$ cat src/nsled_regs.vh
/*
 * Constants of the network status LED driver: register offsets, field
 * positions, reset values and timing counts.
 * Assumes inclusion by bare name from the driver module only.
 */
`ifndef NSLED_REGS_VH
`define NSLED_REGS_VH

// ---------------------------------------------------------------------
// Register offsets
// ---------------------------------------------------------------------
`define NSLED_OFF_CTRL      4'h0
`define NSLED_OFF_SWLED     4'h1
`define NSLED_OFF_STATUS    4'h2

// ---------------------------------------------------------------------
// Control register fields
// ---------------------------------------------------------------------
`define NSLED_CTRL_MODE     0
`define NSLED_CTRL_SW_RUN   1
`define NSLED_CTRL_SW_DLINK 2
`define NSLED_CTRL_SW_ERR   3
`define NSLED_CTRL_SW_LERR  4
`define NSLED_CTRL_RST      5'h00

// ---------------------------------------------------------------------
// Software LED register fields
// ---------------------------------------------------------------------
`define NSLED_SW_RUN        0
`define NSLED_SW_DLINK      1
`define NSLED_SW_ERR        2
`define NSLED_SW_LERR_A     3
`define NSLED_SW_LERR_B     4
`define NSLED_SW_USER1      5
`define NSLED_SW_USER2      6
`define NSLED_SWLED_RST     7'h00

// ---------------------------------------------------------------------
// Timing: data-link blink half period
// ---------------------------------------------------------------------
`define NSLED_BLINK_MS      250
`define NSLED_CLK_KHZ       10000

`endif

$ cat src/nsled_driver.v
/*
 * Network status LED driver: run, activity, data-link, error, user,
 * port link and port line-error indicator outputs.
 * Assumes status inputs from the link logic are synchronous to CLOCK,
 * except the watchdog pins, which arrive asynchronously.
 */
`timescale 1ns/1ps
`include "nsled_regs.vh"

module nsled_driver #(
	parameter BLINK_CYCLES = `NSLED_BLINK_MS * `NSLED_CLK_KHZ
) (
	input  wire       CLOCK,
	input  wire       RESETN,
	input  wire       POR_N,
	input  wire [3:0] ADDR,
	input  wire [7:0] WDATA,
	input  wire       WR,
	input  wire       RD,
	output reg  [7:0] RDATA,
	input  wire       STATION_OK,
	input  wire       STATION_ERROR,
	input  wire       LINK_ESTABLISHED,
	input  wire       CYCLIC_RUNNING,
	input  wire       WDT_INT_ERR,
	input  wire       WDT_EXT_ERR,
	input  wire       PORT_A_TX,
	input  wire       PORT_A_RX,
	input  wire       PORT_B_TX,
	input  wire       PORT_B_RX,
	input  wire       PORT_A_LINK,
	input  wire       PORT_B_LINK,
	input  wire       PORT_A_ABNORMAL,
	input  wire       PORT_B_ABNORMAL,
	input  wire       PORT_A_LOOPBACK,
	input  wire       PORT_B_LOOPBACK,
	output reg        RUN_INDICATOR_N,
	output reg        TX_OR_PORT1_ACTIVITY_N,
	output reg        RX_OR_PORT2_ACTIVITY_N,
	output reg        DATALINK_INDICATOR_N,
	output reg        STATION_ERROR_INDICATOR_N,
	output reg        PORT_A_LINE_ERROR_N,
	output reg        PORT_B_LINE_ERROR_N,
	output reg        USER_INDICATOR_ONE,
	output reg        USER_INDICATOR_TWO,
	output reg        PORT_A_LINK_INDICATOR,
	output reg        PORT_B_LINK_INDICATOR
);

	// -----------------------------------------------------------------
	// Registers
	// -----------------------------------------------------------------
	reg [4:0]  ctrl_r;
	reg [6:0]  swled_r;
	reg [2:0]  wdi_sync_r;
	reg [2:0]  wde_sync_r;
	reg        wdi_r;
	reg        wde_r;
	reg        wdt_err_r;
	reg [31:0] blink_cnt_r;
	reg        blink_r;
	reg        por_done_r;

	wire mode_per_port = ctrl_r[`NSLED_CTRL_MODE];

	// Three-stage sync; level changes once stages two and three agree
	always @(posedge CLOCK) begin
		if (!RESETN) begin
			wdi_sync_r <= 3'h0;
			wde_sync_r <= 3'h0;
			wdi_r      <= 1'b0;
			wde_r      <= 1'b0;
		end else begin
			wdi_sync_r <= {wdi_sync_r[1:0], WDT_INT_ERR};
			wde_sync_r <= {wde_sync_r[1:0], WDT_EXT_ERR};
			if (wdi_sync_r[1] == wdi_sync_r[2])
				wdi_r <= wdi_sync_r[2];
			if (wde_sync_r[1] == wde_sync_r[2])
				wde_r <= wde_sync_r[2];
		end
	end

	// -----------------------------------------------------------------
	// Register port
	// -----------------------------------------------------------------
	// Watchdog error latches; only a reset clears it, so software
	// cannot relight run before the station is restarted
	always @(posedge CLOCK) begin
		if (!RESETN) begin
			ctrl_r    <= `NSLED_CTRL_RST;
			swled_r   <= `NSLED_SWLED_RST;
			wdt_err_r <= 1'b0;
			RDATA     <= 8'h00;
		end else begin
			if (wdi_r || wde_r)
				wdt_err_r <= 1'b1;
			if (WR && ADDR == `NSLED_OFF_CTRL)
				ctrl_r <= WDATA[4:0];
			if (WR && ADDR == `NSLED_OFF_SWLED)
				swled_r <= WDATA[6:0];
			RDATA <= 8'h00;
			if (RD) begin
				case (ADDR)
				`NSLED_OFF_CTRL:   RDATA <= {3'h0, ctrl_r};
				`NSLED_OFF_SWLED:  RDATA <= {1'b0, swled_r};
				`NSLED_OFF_STATUS: RDATA <= {3'h0, wdt_err_r,
					LINK_ESTABLISHED, CYCLIC_RUNNING,
					PORT_A_LINK, PORT_B_LINK};
				default:           RDATA <= 8'h00;
				endcase
			end
		end
	end

	// -----------------------------------------------------------------
	// Data-link blink timer
	// -----------------------------------------------------------------
	always @(posedge CLOCK) begin
		if (!RESETN) begin
			blink_cnt_r <= 32'h0;
			blink_r     <= 1'b0;
		end else if (blink_cnt_r >= BLINK_CYCLES - 1) begin
			blink_cnt_r <= 32'h0;
			blink_r     <= ~blink_r;
		end else begin
			blink_cnt_r <= blink_cnt_r + 32'h1;
		end
	end

	// -----------------------------------------------------------------
	// Indicator logic (lit levels, before polarity)
	// -----------------------------------------------------------------
	reg hw_dlink;
	reg lit_run;
	reg lit_dlink;
	reg lit_err;
	reg lit_la;
	reg lit_lb;
	reg lit_act1;
	reg lit_act2;
	always @* begin
		hw_dlink = 1'b0;
		if (LINK_ESTABLISHED)
			hw_dlink = CYCLIC_RUNNING ? 1'b1 : blink_r;
		lit_run   = ctrl_r[`NSLED_CTRL_SW_RUN] ?
			swled_r[`NSLED_SW_RUN] : STATION_OK;
		lit_dlink = ctrl_r[`NSLED_CTRL_SW_DLINK] ?
			swled_r[`NSLED_SW_DLINK] : hw_dlink;
		lit_err   = ctrl_r[`NSLED_CTRL_SW_ERR] ?
			swled_r[`NSLED_SW_ERR] : STATION_ERROR;
		lit_la    = ctrl_r[`NSLED_CTRL_SW_LERR] ? swled_r[`NSLED_SW_LERR_A]
			: (PORT_A_ABNORMAL | PORT_A_LOOPBACK);
		lit_lb    = ctrl_r[`NSLED_CTRL_SW_LERR] ? swled_r[`NSLED_SW_LERR_B]
			: (PORT_B_ABNORMAL | PORT_B_LOOPBACK);
		if (mode_per_port) begin
			lit_act1 = PORT_A_TX | PORT_A_RX;
			lit_act2 = PORT_B_TX | PORT_B_RX;
		end else begin
			lit_act1 = PORT_A_TX | PORT_B_TX;
			lit_act2 = PORT_A_RX | PORT_B_RX;
		end
	end

	// -----------------------------------------------------------------
	// Output flops
	// -----------------------------------------------------------------
	// POR_N is the power-on reset; RESETN is system reset, which
	// leaves the activity outputs alone once power-on has completed
	always @(posedge CLOCK) begin
		if (!POR_N) begin
			por_done_r             <= 1'b0;
			TX_OR_PORT1_ACTIVITY_N <= 1'b1;
			RX_OR_PORT2_ACTIVITY_N <= 1'b1;
		end else begin
			por_done_r             <= 1'b1;
			TX_OR_PORT1_ACTIVITY_N <= ~lit_act1;
			RX_OR_PORT2_ACTIVITY_N <= ~lit_act2;
		end
	end

	always @(posedge CLOCK) begin
		if (!POR_N || !RESETN || !por_done_r) begin
			RUN_INDICATOR_N           <= 1'b1;
			DATALINK_INDICATOR_N      <= 1'b1;
			STATION_ERROR_INDICATOR_N <= 1'b1;
			PORT_A_LINE_ERROR_N       <= 1'b1;
			PORT_B_LINE_ERROR_N       <= 1'b1;
			USER_INDICATOR_ONE        <= 1'b0;
			USER_INDICATOR_TWO        <= 1'b0;
			PORT_A_LINK_INDICATOR     <= 1'b0;
			PORT_B_LINK_INDICATOR     <= 1'b0;
		end else begin
			PORT_A_LINK_INDICATOR <= PORT_A_LINK;
			PORT_B_LINK_INDICATOR <= PORT_B_LINK;
			if (wdt_err_r) begin
				RUN_INDICATOR_N           <= 1'b1;
				DATALINK_INDICATOR_N      <= 1'b1;
				STATION_ERROR_INDICATOR_N <= 1'b0;
				PORT_A_LINE_ERROR_N       <= 1'b1;
				PORT_B_LINE_ERROR_N       <= 1'b1;
				USER_INDICATOR_ONE        <= 1'b0;
				USER_INDICATOR_TWO        <= 1'b0;
			end else begin
				RUN_INDICATOR_N           <= ~lit_run;
				DATALINK_INDICATOR_N      <= ~lit_dlink;
				STATION_ERROR_INDICATOR_N <= ~lit_err;
				PORT_A_LINE_ERROR_N       <= ~lit_la;
				PORT_B_LINE_ERROR_N       <= ~lit_lb;
				USER_INDICATOR_ONE        <= swled_r[`NSLED_SW_USER1];
				USER_INDICATOR_TWO        <= swled_r[`NSLED_SW_USER2];
			end
		end
	end

endmodule

$ cat config.mk
export PLATFORM = sky130hd
export DESIGN_NAME = nsled_driver
export DESIGN_NICKNAME = d
export VERILOG_FILES = /design/src/nsled_driver.v
export VERILOG_INCLUDE_DIRS = /design/src
export SDC_FILE = /design/constraint.sdc
export NUM_CORES = 1
export LEC_CHECK = 0
export CAP_MARGIN = 20
export CORE_MARGIN = 5
export CORE_UTILIZATION = 41
export DETAILED_ROUTE_END_ITERATION = 16
export DONT_BUFFER_PORTS = 1
export MAX_ROUTING_LAYER = met4
export PLACE_DENSITY = 0.63
export SLEW_MARGIN = 20
export SYNTH_ARGS = -nofsm -noshare
export SYNTH_HDL_FRONTEND = slang
export SYNTH_SLANG_ARGS = --single-unit
$ cat constraint.sdc
create_clock -name CLOCK -period 2.55 [get_ports CLOCK]
set_input_delay 0.255 -clock CLOCK [delete_from_list [all_inputs] [get_ports CLOCK]]
set_output_delay 0.255 -clock CLOCK [all_outputs]
set_load 0.005 [all_outputs]
# [Yosys cells after proc, flatten, opt, wreduce, memory -nomap -nowiden]
# Cells that the tools add are included.
[op_classes] magnitude_cmp=1 n_mux=12 n_eq_ne=4 bitwise=15 n_addsub=1 reduce_logical=12
[ops] operator="adder 32 x 1 -> 32 bit (second input constant)" count=1
[ops] operator=">= comparator 32 x 22 -> 1 bit (second input constant)" count=1
[ops] operator="case mux 7 bit (3 select lines)" count=1
[ops] operator="two-way mux 1 bit" count=11
[ops] operator="NOT 1 bit" count=9
[ops] operator="OR 1 bit" count=6
[ops] operator="== test 4 x 1 -> 1 bit (second input constant)" count=1
[ops] operator="== test 4 x 2 -> 1 bit (second input constant)" count=1
[ops] operator="logical NOT 4 bit" count=1
[ops] operator="OR reduction 2 bit" count=2
[ops] operator="logical NOT 1 bit" count=3
[ops] operator="logical OR 1 bit" count=3
[ops] operator="== test 1 bit" count=2
[ops] operator="logical AND 1 bit" count=2
[ops] operator="AND reduction 2 bit" count=1
[word_totals] elab_cells=67 input_bits=33 out_inout_bits=19 register_bits=74

# [Longest topological paths before layout]
# Gate-level depths: netlist (run 1).
[logic_depth] depth_word=4 ltp_mapped=7 mapped_depth_nobuf=6

# [Worst setup path before layout (run 1)]
# No wires, ideal clock.
[synth_path] kind="register to register" startpoint="register blink_cnt_r[0]" endpoint="register blink_cnt_r[16]" path_buffers=1 period_less_slack_ps=1772 t_arrival_ps=1710 required_ps=2488 path_stages_with_launch=8 setup_time_ps=62 setup_slack_ps=778 cell_sequence="dfxtp_1 > ha_1 > and4_1 > or3_1 > a31oi_1 > nand3_2 > buf_6 > nor2_2"
[synth_between] elab_chain_cells=2 elab_cells_between_ends=3 cone_classes="1 x add/sub; 1 x order compare; 1 x reduce/logical"
[synth_lines] element="start, declared" line_no="nsled_driver.v:60" source="reg [31:0] blink_cnt_r;"
[synth_lines] element="start signal, assigned" line_no="nsled_driver.v:126" source="blink_cnt_r <= blink_cnt_r + 32'h1;"
[synth_lines] element=">= comparator 32 x 22 -> 1 bit" line_no="nsled_driver.v:122" source="end else if (blink_cnt_r >= BLINK_CYCLES - 1) begin"
[synth_lines] element="OR reduction 2 bit (no source line)"
# Parallel ways exist; a longest one is shown, timed or not.
# A chain may end at the register's enable or synchronous reset.

# [Worst setup path in the final report (run 1)]
[layout_path] startpoint="register blink_cnt_r[15]" endpoint="register blink_cnt_r[6]"
[layout_between] elab_chain_cells=2
[layout_lines] element=">= comparator 32 x 22 -> 1 bit" line_no="nsled_driver.v:122"
[layout_lines] element="OR reduction 2 bit (no source line)"
# Every way passes these cells.

==> key figures, run 1 <==
Run status
  • Status: finished clean

Critical path
  • CP startpoint: blink_cnt_r[15]
  • Critical Path Sink: blink_cnt_r[6]
  • WP data arrival: 2.30 ns
  • Worst r2r dst: blink_cnt_r[6]
  • Worst path depth: 6
  • Cell family with most CP delay: simple AND/OR/NAND/NOR gates
  • Crit path cell chain: or4_1 -> nor4b_1 -> a31oi_1 -> nand3_2 -> buf_4 -> nor2_1
  • CP max stage delay: 0.52 ns
  • RR Startpoint: blink_cnt_r[15]
  • Worst setup SP type: flop
  • CP max stage cell: or4_1
  • CP Capture Type: flop
  • R2r worst-path depth: 6
  • Critical Path RT: about 2.8 ns
  • CP Max Fanout: 22
  • CP Buf/Inv Count: 1
  • Critical path class: reg -> reg
  • Setup slack, reg-to-reg: between 0.4 and 0.5 ns

Synth
  • Register area share after synthesis: a little over half
  • Top cell type's share of synthesized area: between 50% and 60%
  • Async SR Flop Fraction: 0%
  • Synthesized cell area: roughly 2700 um2
  • FF+latch count, synth: between 70 and 80
  • Gate Count Post-Synth: 264
  • Commonest cells post-synth: dfxtp_1, nor2_1, mux2i_1, xor2_1, nor2b_1
  • Cell with the most instances after synthesis: dfxtp_1
  • Synth cell types: 42
  • Syn_area_per_cell: between 10 and 15 um2
  • Syn. warnings: 0
  • Commonest register cell after synthesis: dfxtp_1
  • Synth area leader: dfxtp_1
  • Synth area leaders: dfxtp_1, mux2i_1, xor2_1
  • Post-synth EDFFs: 0

Global route
  • Number of global-route vias before repair: ~1700
  • Global-route wire length before repair: between 8 and 9 mm
  • Largest net degree at the start of global routing: 23
  • Initial antenna violation count: 0
  • Gr usage total: between 10% and 20%
  • Total gr overflow: 0

Placement
  • Placed insts: 343
  • I/O Buffers: 0
  • Hpwl dp: between 3 and 4 mm
  • GP Congestion: 0.789
  • Pre-CTS worst setup slack: 0.527 ns

Timing
  • Final setup viols: 0
  • Fmax: ~490 MHz
  • PnR worst setup slack: 0.490 ns
  • Layout Skew: 0.0121 ns
  • Slew HR: approximately three fifths
  • Final worst path period share: roughly 81%
  • Slew Limit Fails: 0
  • Crit path time final: 2.06 ns
  • Worst-Margin Slew: around 0.57 ns
  • Sum Neg Setup Slack: 0 ns
  • RSZ-0062 raised after global routing: no
  • Hold slack: 0.0266 ns
  • Final Hold Fails: 0

Power
  • P_leak: 1.20 nW
  • VDD IR-drop max: 412 uV
  • Pwr/cell area: 672 nW/um2

Flow run
  • Max-cap violation count: 0

Detailed routing
  • Wirelength per Cell: ~14 um
  • DR WL met2: ~2.3 mm
  • Pre-antenna DRT Iters: 4
  • Total Routed Length: 5.07 mm
  • M1 wire length: ~2.4 mm
  • Met3 WL: approximately 340 um
  • Top sig layer: met4
  • Drt via density: 4.94
  • Final ANT Viol Nets: 0
  • DRC: 0
  • DR iter-0 viols: 87
  • Via count: ~1800

Cells and area
  • Non-filler cells, final: between 300 and 400
  • Diodes inserted: 0
  • Area growth, synth to finish: 13.3%
  • Nets: between 300 and 400
  • Share of cells above drive strength 1: 12.4%

Floorplan
  • Die footprint: between 8000 and 9000 um2
  • Core Footprint: between 6000 and 7000 um2
  • Site Rows: 29
  • Ports: 52
  • Chip width: around 92 um
  • Initial Utilization: 42.6%
  • Chip height: roughly 92 um

Clocking
  • CTS tree: yes
  • Cells resized by post-CTS repair: 0
  • CTS Root Cell: clkbuf_8
  • Clock buffer count from CTS: 9
  • Sink Count: 73
  • Max H-tree Level: 3
  • Clock insertion delay at the later pin of the skew report: 0.36 ns
  • Longest Clk Path Bufs: 2
  • Register clock-pin slew on the reported worst setup and hold paths: 0.09 ns

Hold path
  • Worst hold path type: in -> reg
  • Hold depth: 1
==> cells in the final DEF, fill, tap and decap left out, types with 5 or more instances in the layout <==
cell type / count
clkbuf_8: 9
o21ai_0: 7
and2_1: 12
dlygate4sd3_1: 8
xor2_1: 16
mux2i_1: 17
nor2b_1: 14
nand3_1: 13
conb_1: 11
nor2_2: 10
nand2_1: 12
nor2_1: 26
and4_1: 5
a21oi_1: 6
dfxtp_1: 73
==> cell type report <==
class                           instances  area [um2]
Clock buffer                            9         124
Clock inverter                          7        71.3
Fill cell                             613        3320
Inverter                                1        3.75
Multi-Input combinational cell        191        1250
Sequential cell                        73        1460
Tap cell                               77        96.3
Timing Repair Buffer                    9        87.6
==> flip-flops by register name, indices dropped and copies added, names as in the netlist, 3 cells and up <==
register,count
swled_r,7
blink_cnt_r,32
ctrl_r,5
RDATA,7
wde_sync_r,3
wdi_sync_r,3
==> where the power goes <==
| group | internal [W] | switching, W |
|---|---|---|
| sequential | 0.00116 | 0.0000102 |
| clock | 0.000381 | 0.000481 |
| combinational | 0.0000300 | 0.0000192 |
==> repair_timing <==
item                      4_1_cts  5_1_grt
buffers inserted                0        0
hold endpoints to repair       10        2
hold buffers                    7        1
==> metrics by stage <==
stage	area (um2)	total power (W)	utilization [%]
after detailed placement	2820	0.00124	44.0
after floorplan	2770	0.00124	-
after global placement	2820	0.00124	44.0
after global routing	3100	0.00218	48.3
final	3100	0.00208	48.3
after CTS	3090	0.00212	48.1
==> routing by layer <==
layer,up-vias,global-route usage (%)
met4,0,5.65
met3,4,6.22
li1,939,-
met5,-,-
met1,830,16.3
met2,40,18.8
==> how the worst min path moves through the flow <==
stage,from,end,slack [ns]
after floorplan,POR_N,por_done_r,0.28
after global placement,POR_N,por_done_r,0.28
after detailed placement,POR_N,por_done_r,0.28
after CTS,RESETN,swled_r[0],0.004
after global routing,PORT_A_LINK,PORT_A_LINK_INDICATOR,0.006
final,RESETN,swled_r[0],0.03
==> cell families (layout without fill, tap and decap cells) <==
family | count (synthesis) | after routing | share of synthesized area (%)
AND/OR/NAND/NOR | 114 | 114 | 24.0
flip-flops | 73 | 73 | 53.4
AO/OA/AOI/OAI | 24 | 24 | 5.67
multiplexers | 21 | 21 | 7.87
XOR/XNOR | 20 | 20 | 6.40
buffers and inverters | 10 | 26 | 2.06
adder cells (fa/ha/maj) | 1 | 1 | 0.457
other | 1 | 11 | 0.137
==> worst register-to-register path, delay by kind of cell (launching register included) <==
kind | cells | cell delay, ns
flip-flops | 1 | 0.35
buffers and inverters | 1 | 0.28
AO/OA/AOI/OAI | 1 | 0.21
AND/OR/NAND/NOR | 4 | 1.11
Note: power is estimated with default switching activity, not from simulation.
==> inputs of run 2 (changes only) <==
- PLACE_DENSITY: 0.63 -> 0.65
- clock period: 2.55 -> 1.8 ns (I/O delays scaled with it)
==> run 2 against run 1 <==
The run now ends with setup timing left; non-clock buffer count increased by 27; sequential power grew 42%; worst hold slack got worse by 0.013 ns; via count up 6.2%; clock power increased by 65%; design area increased by 11%; sequential share of layout area decreased by 4.5 points; critical path depth down 1; count of clock-buffer cells in the layout unchanged; clock skew is 0.0032 ns higher.
==> key figures, run 2 (synthesized netlist as in run 1, its figures left out) <==
Critical path
  • Critical path class: reg -> reg (unchanged)
  • CP max stage delay: 0.54 ns (was 0.52 ns)
  • Worst path depth: 5 (was 6)
  • Worst setup SP type: flop (unchanged)
  • WP data arrival: 2.09 ns (was 2.30 ns)
  • CP max stage cell: or4_4 (was or4_1)
  • Cell family with most CP delay: simple AND/OR/NAND/NOR gates (unchanged)
  • CP Buf/Inv Count: 0 (was 1)
  • Crit path cell chain: or4_4 -> nor4b_4 -> a31oi_4 -> and3_4 -> o21a_1 (was or4_1 -> nor4b_1 -> a31oi_1 -> nand3_2 -> buf_4 -> nor2_1)
  • Critical Path RT: 2.04 ns (was 2.79 ns)
  • R2r worst-path depth: 5 (was 6)
  • CP Capture Type: flop (unchanged)
  • CP Max Fanout: 3 (was 22)

Detailed routing
  • DR iter-0 viols: 42 (was 87)
  • Met3 WL: 280 um (was 338 um)
  • Drt via density: 4.89 (was 4.94)
  • Pre-antenna DRT Iters: 4 (unchanged)
  • DRC: 0 (unchanged)
  • Total Routed Length: 5.55 mm (was 5.07 mm)
  • M1 wire length: 2.56 mm (was 2.41 mm)
  • Wirelength per Cell: 14.1 um (was 13.8 um)
  • Via count: 1925 (was 1813)
  • Final ANT Viol Nets: 0 (unchanged)
  • Top sig layer: met4 (unchanged)
  • DR WL met2: 2.62 mm (was 2.25 mm)

Power
  • P_int: 0.00250 W (was 0.00157 W)
  • Reg power frac: 52.2% (was 56.3%)
  • Pwr/cell area: 929 nW/um2 (was 672 nW/um2)
  • Proportion of power drawn by combinational gates: 3.1% (was 2.4%)
  • Sw Share: 21.3% (was 24.5%)
  • Net load switching power: 0.000679 W (was 0.000511 W)
  • Clk pwr share: 44.7% (was 41.4%)
  • VDD IR-drop max: 556 uV (was 412 uV)
  • P_leak: 1.34 nW (was 1.20 nW)

Global route
  • Total gr overflow: 0 (unchanged)
  • Gr usage total: 14.4% (was 13.3%)
  • Initial antenna violation count: 0 (unchanged)
  • Global-route wire length before repair: 9.13 mm (was 8.47 mm)
  • Number of global-route vias before repair: 1939 (was 1739)
  • Largest net degree at the start of global routing: 23 (unchanged)

Placement
  • I/O Buffers: 0 (unchanged)
  • Placed cell area: 2930 um2 (was 2820 um2)
  • GP Congestion: 0.808 (was 0.789)
  • Hpwl dp: 3.76 mm (was 3.55 mm)
  • Pre-CTS worst setup slack: -0.0429 ns (was 0.527 ns)

Hold path
  • Worst hold path type: in -> reg (unchanged)
  • Hold depth: 2 (was 1)

Cells and area
  • Nets: 346 (was 319)
  • Biggest regs: blink_cnt_r x32, RDATA x7, swled_r x7 (unchanged)
  • Share of cells above drive strength 1: 18.0% (was 12.4%)
  • Most flop-heavy register: blink_cnt_r (unchanged)
  • Area growth, synth to finish: 25.3% (was 13.3%)
  • Most frequent cells in the layout: dfxtp_1, nor2_1, dlygate4sd3_1 (was dfxtp_1, nor2_1, mux2i_1)
  • Max reg flops: 32 (unchanged)
  • Commonest non-fill, non-tap cell in the layout: dfxtp_1 (unchanged)
  • Fillers: 573 (was 613)
  • Cell area after layout: 3430 um2 (was 3100 um2)
  • Diodes inserted: 0 (unchanged)

Timing
  • PnR worst setup slack: -0.0548 ns (was 0.490 ns)
  • Crit path time final: 1.85 ns (was 2.06 ns)
  • Final setup viols: 23 (was 0)
  • Slew HR: 58.3% (was 61.6%)
  • Final Hold Fails: 0 (unchanged)
  • Worst-Margin Slew: 0.624 ns (was 0.573 ns)
  • Fmax: 539 MHz (was 485 MHz)
  • RSZ-0062 raised after global routing: yes (was no)
  • Slew Limit Fails: 0 (unchanged)
  • Layout Skew: 0.0153 ns (was 0.0121 ns)
  • Final worst path period share: 103% (was 80.8%)

Flow run
  • Max-cap violation count: 0 (unchanged)

Floorplan
  • Initial Utilization: 42.6% (unchanged)
  • Core Footprint: 6420 um2 (unchanged)
  • Chip width: 91.7 um (unchanged)
  • Chip height: 91.7 um (unchanged)
  • Site Rows: 29 (unchanged)
  • Ports: 52 (unchanged)
  • Die footprint: 8400 um2 (unchanged)

Run status
  • Failing checks: setup timing
  • Status: finished, violations left (was finished clean)

Clocking
  • Max H-tree Level: 3 (unchanged)
  • Clock buffer count from CTS: 9 (unchanged)
  • Clock insertion delay at the later pin of the skew report: 0.35 ns (was 0.36 ns)
  • CTS tree: yes (unchanged)
  • Register clock-pin slew on the reported worst setup and hold paths: 0.09 ns (about the same)
  • Longest Clk Path Bufs: 2 (unchanged)
  • Sink Count: 73 (unchanged)
  • CTS Root Cell: clkbuf_8 (unchanged)
## run 2: per-stage QoR
stage	instances	power [W]	setup TNS, ns	hold WS, ns	utilization (%)
after CTS	392	0.00321	-0.0172	0.00222	52.4
after global placement	357	0.00175	-0.571	0.208	45.6
after floorplan	274	0.00175	0	0.208	-
after detailed placement	357	0.00175	-0.554	0.208	45.6
final	394	0.00318	-0.540	0.0138	53.4
after global routing	394	0.00332	-2.02	0.0286	53.4
## run 2: timing repair
action | in CTS | in global routing
hold buffers | 19 | 1
buffers inserted | 0 | 0
hold endpoints to repair | 30 | 1
pin swaps | 1 | 7
endpoints found under the setup margin | 23 | 23
resized for setup | 3 | 10
gates cloned | 0 | 1
## run 2: power by group through the flow
stage               Combinational [W]  Sequential, W  Clock (W)
floorplan                   0.0000574        0.00169          0
global placement            0.0000537        0.00170          0
detailed placement          0.0000549        0.00170          0
CTS                         0.0000943        0.00166    0.00146
global route                 0.000109        0.00167    0.00155
finish                      0.0000982        0.00166    0.00142
## run 2: layout make-up
| type | count | area (um2) | area share, % |
|---|---|---|---|
| Sequential cell | 73 | 1460 | 42.7 |
| Multi-Input combinational cell | 191 | 1310 | 38.1 |
| Timing Repair Buffer | 36 | 332 | 9.68 |
| Clock buffer | 9 | 124 | 3.61 |
| Clock inverter | 7 | 103 | 2.99 |
| Tap cell | 77 | 96.3 | 2.81 |
| Inverter | 1 | 3.75 | 0.110 |
## run 2: final timing paths
path / slack (ns) / startpoint / to
min reg2reg: 0.44 / wdi_sync_r[0] / wdi_sync_r[1]
max: -0.05 / blink_cnt_r[20] / blink_r
max reg2reg: -0.05 / blink_cnt_r[20] / blink_r
min: 0.01 / WDATA[2] / ctrl_r[2]
## run 2: routing by layer
| metal | global-route usage (%) | vias to the layer above |
|---|---|---|
| li1 | - | 993 |
| met1 | 17.2 | 880 |
| met2 | 21.6 | 46 |
| met3 | 5.07 | 6 |
| met4 | 6.66 | 0 |
| met5 | - | - |
==> inputs of run 3 (changes only) <==
- CORE_UTILIZATION: 41 -> 45
- PLACE_DENSITY: 0.65 -> 0.7
- REMOVE_ABC_BUFFERS: default -> 1
==> run 3 against run 2 <==
The run still ends with setup timing left; maximum frequency grew 1.7%; design area shrank 1.3%; sequential cell count unchanged; routed wire length is 6.3% lower; combinational power down 8.4%; count of clock-buffer cells in the layout increased by 4.
==> key figures, run 3 (synthesized netlist as in run 1, its figures left out) <==
Cells and area
  • Diodes inserted: 0 (unchanged)
  • Most frequent cells in the layout: dfxtp_1, nor2_1, mux2i_1, dlygate4sd3_1, xor2_1 (was dfxtp_1, nor2_1, dlygate4sd3_1)
  • Area of the multi-input gates: 1310 um2 (about the same)
  • Nets: 344 (was 346)
  • Non-filler cells, final: 389 (was 394)
  • Fillers: 491 (was 573)
  • Biggest regs: blink_cnt_r x32, RDATA x7, swled_r x7 (unchanged)
  • Commonest non-fill, non-tap cell in the layout: dfxtp_1 (unchanged)
  • Max reg flops: 32 (unchanged)
  • Area growth, synth to finish: 23.7% (was 25.3%)
  • Share of cells above drive strength 1: 18.2% (was 18.0%)
  • Register Area: 1460 um2 (unchanged)
  • Most flop-heavy register: blink_cnt_r (unchanged)

Placement
  • Hpwl dp: 3.43 mm (was 3.76 mm)
  • Pre-CTS worst setup slack: -0.0552 ns (was -0.0429 ns)
  • I/O Buffers: 0 (unchanged)
  • Placed insts: 353 (was 357)
  • GP Congestion: 0.815 (was 0.808)

Detailed routing
  • Drt via density: 4.95 (was 4.89)
  • Via count: 1926 (was 1925)
  • Total Routed Length: 5.20 mm (was 5.55 mm)
  • Pre-antenna DRT Iters: 4 (unchanged)
  • Final ANT Viol Nets: 0 (unchanged)
  • Wirelength per Cell: 13.4 um (was 14.1 um)
  • DRC: 0 (unchanged)
  • DR iter-0 viols: 72 (was 42)

Floorplan
  • Core Footprint: 5920 um2 (was 6420 um2)
  • Initial Utilization: 46.2% (was 42.6%)
  • Ports: 52 (unchanged)
  • Die footprint: 7740 um2 (was 8400 um2)
  • Chip height: 88.0 um (was 91.7 um)
  • Chip width: 88.0 um (was 91.7 um)
  • Site Rows: 28 (was 29)

Power
  • P_leak: 1.33 nW (was 1.34 nW)
  • VDD IR-drop max: 431 uV (was 556 uV)
  • Pwr/cell area: 862 nW/um2 (was 929 nW/um2)

Clocking
  • Register clock-pin slew on the reported worst setup and hold paths: 0.07 ns (was 0.09 ns)
  • Clock insertion delay at the later pin of the skew report: 0.34 ns (was 0.35 ns)
  • Longest Clk Path Bufs: 2 (unchanged)
  • Max H-tree Level: 3 (unchanged)
  • CTS Root Cell: clkbuf_8 (unchanged)
  • CTS tree: yes (unchanged)
  • Sink Count: 73 (unchanged)
  • Clock buffer count from CTS: 9 (unchanged)

Critical path
  • Crit path cell chain: or4_4 -> nor4b_4 -> a22oi_2 -> nand3_4 -> clkbuf_16 -> nor2_2 (was or4_4 -> nor4b_4 -> a31oi_4 -> and3_4 -> o21a_1)
  • Critical Path RT: 2.03 ns (was 2.04 ns)
  • Worst path depth: 6 (was 5)
  • Critical path class: reg -> reg (unchanged)
  • CP max stage delay: 0.54 ns (about the same)
  • WP data arrival: 2.05 ns (was 2.09 ns)
  • CP Buf/Inv Count: 1 (was 0)
  • R2r worst-path depth: 6 (was 5)
  • Worst setup SP type: flop (unchanged)
  • CP Max Fanout: 6 (was 3)
  • CP max stage cell: or4_4 (unchanged)
  • Cell family with most CP delay: simple AND/OR/NAND/NOR gates (unchanged)
  • CP Capture Type: flop (unchanged)

Timing
  • RSZ-0062 raised after global routing: yes (unchanged)
  • Fmax: 548 MHz (was 539 MHz)
  • PnR worst setup slack: -0.0235 ns (was -0.0548 ns)
  • Final Hold Fails: 0 (unchanged)
  • Slew Limit Fails: 0 (unchanged)
  • Worst-Margin Slew: 0.588 ns (was 0.624 ns)
  • Layout Skew: 0.00794 ns (was 0.0153 ns)
  • Sum Neg Setup Slack: -0.123 ns (was -0.540 ns)
  • Final worst path period share: 101% (was 103%)
  • Slew HR: 60.7% (was 58.3%)
  • Crit path time final: 1.82 ns (was 1.85 ns)
  • Final setup viols: 7 (was 23)

Global route
  • Gr usage total: 14.8% (was 14.4%)
  • Total gr overflow: 0 (unchanged)
  • Initial antenna violation count: 0 (unchanged)
  • Number of global-route vias before repair: 1894 (was 1939)
  • Largest net degree at the start of global routing: 23 (unchanged)
  • Global-route wire length before repair: 8.53 mm (was 9.13 mm)

Hold path
  • Hold depth: 2 (unchanged)
  • Worst hold path type: in -> reg (unchanged)

Flow run
  • Max-cap violation count: 0 (unchanged)

Run status
  • Failing checks: setup timing (unchanged)
  • Status: finished, violations left (unchanged)
[run 3: cell types whose count changed in the layout (fill, tap and decap cells not counted), sizes merged]
cell,change
clkinvlp,+1
dlygate4sd3,-3
inv,-2
clkinv,-2
bufinv,-2
clkbuf,+5
[run 3: per-layer routing]
| layer | wire [um] | share of wire [%] | track usage (%) | vias to the layer above |
|---|---|---|---|---|
| met4 | 99 | 1.9 | 8.37 | 0 |
| met1 | 2340 | 45 | 17.2 | 885 |
| met2 | 2440 | 47 | 23.2 | 50 |
| met3 | 318 | 6.1 | 3.39 | 10 |
| li1 | - | - | - | 981 |
| met5 | 0 | 0 | - | - |
[run 3: path summary, 6_finish.rpt]
| kind | start | end | slack (ns) |
|---|---|---|---|
| setup / recovery | blink_cnt_r[23] | blink_cnt_r[19] | -0.02 |
| hold / removal | WDATA[6] | swled_r[6] | 0.01 |
| setup reg to reg | blink_cnt_r[23] | blink_cnt_r[19] | -0.02 |
| hold reg to reg | wde_sync_r[0] | wde_sync_r[1] | 0.43 |
[run 3: stage by stage]
step / hold WS, ns / total power [W] / area (um2) / util [%]
after CTS: 0.00296 / 0.00295 / 3310 / 55.8
after global routing: 0.00784 / 0.00304 / 3380 / 57.1
after global placement: 0.208 / 0.00175 / 2920 / 49.4
after floorplan: 0.208 / 0.00174 / 2720 / -
after detailed placement: 0.208 / 0.00175 / 2920 / 49.4
final: 0.0137 / 0.00291 / 3380 / 57.1
[run 3: cell type report]
type                       count  share of cell area [%]
clock buffer                  13                    4.99
clock inverter                 2                   0.370
inverter                       1                   0.111
multi-input combinational    191                    38.7
sequential                    73                    43.2
tap                           75                    2.77
timing repair buffer          34                    9.80
[run 3: where the power goes]
part | total, W | internal, W | switching (W)
sequential | 0.00166 | 0.00165 | 0.0000142
combinational | 0.0000900 | 0.0000559 | 0.0000342
clock | 0.00116 | 0.000604 | 0.000559
[run 3: what timing repair did]
action	4_1_cts	5_1_grt
endpoints found under the setup margin	23	23
pin swaps	1	0
hold endpoints to repair	33	0
gates cloned	0	2
gates resized for setup	5	5
setup buffers	0	2
hold buffers	17	0
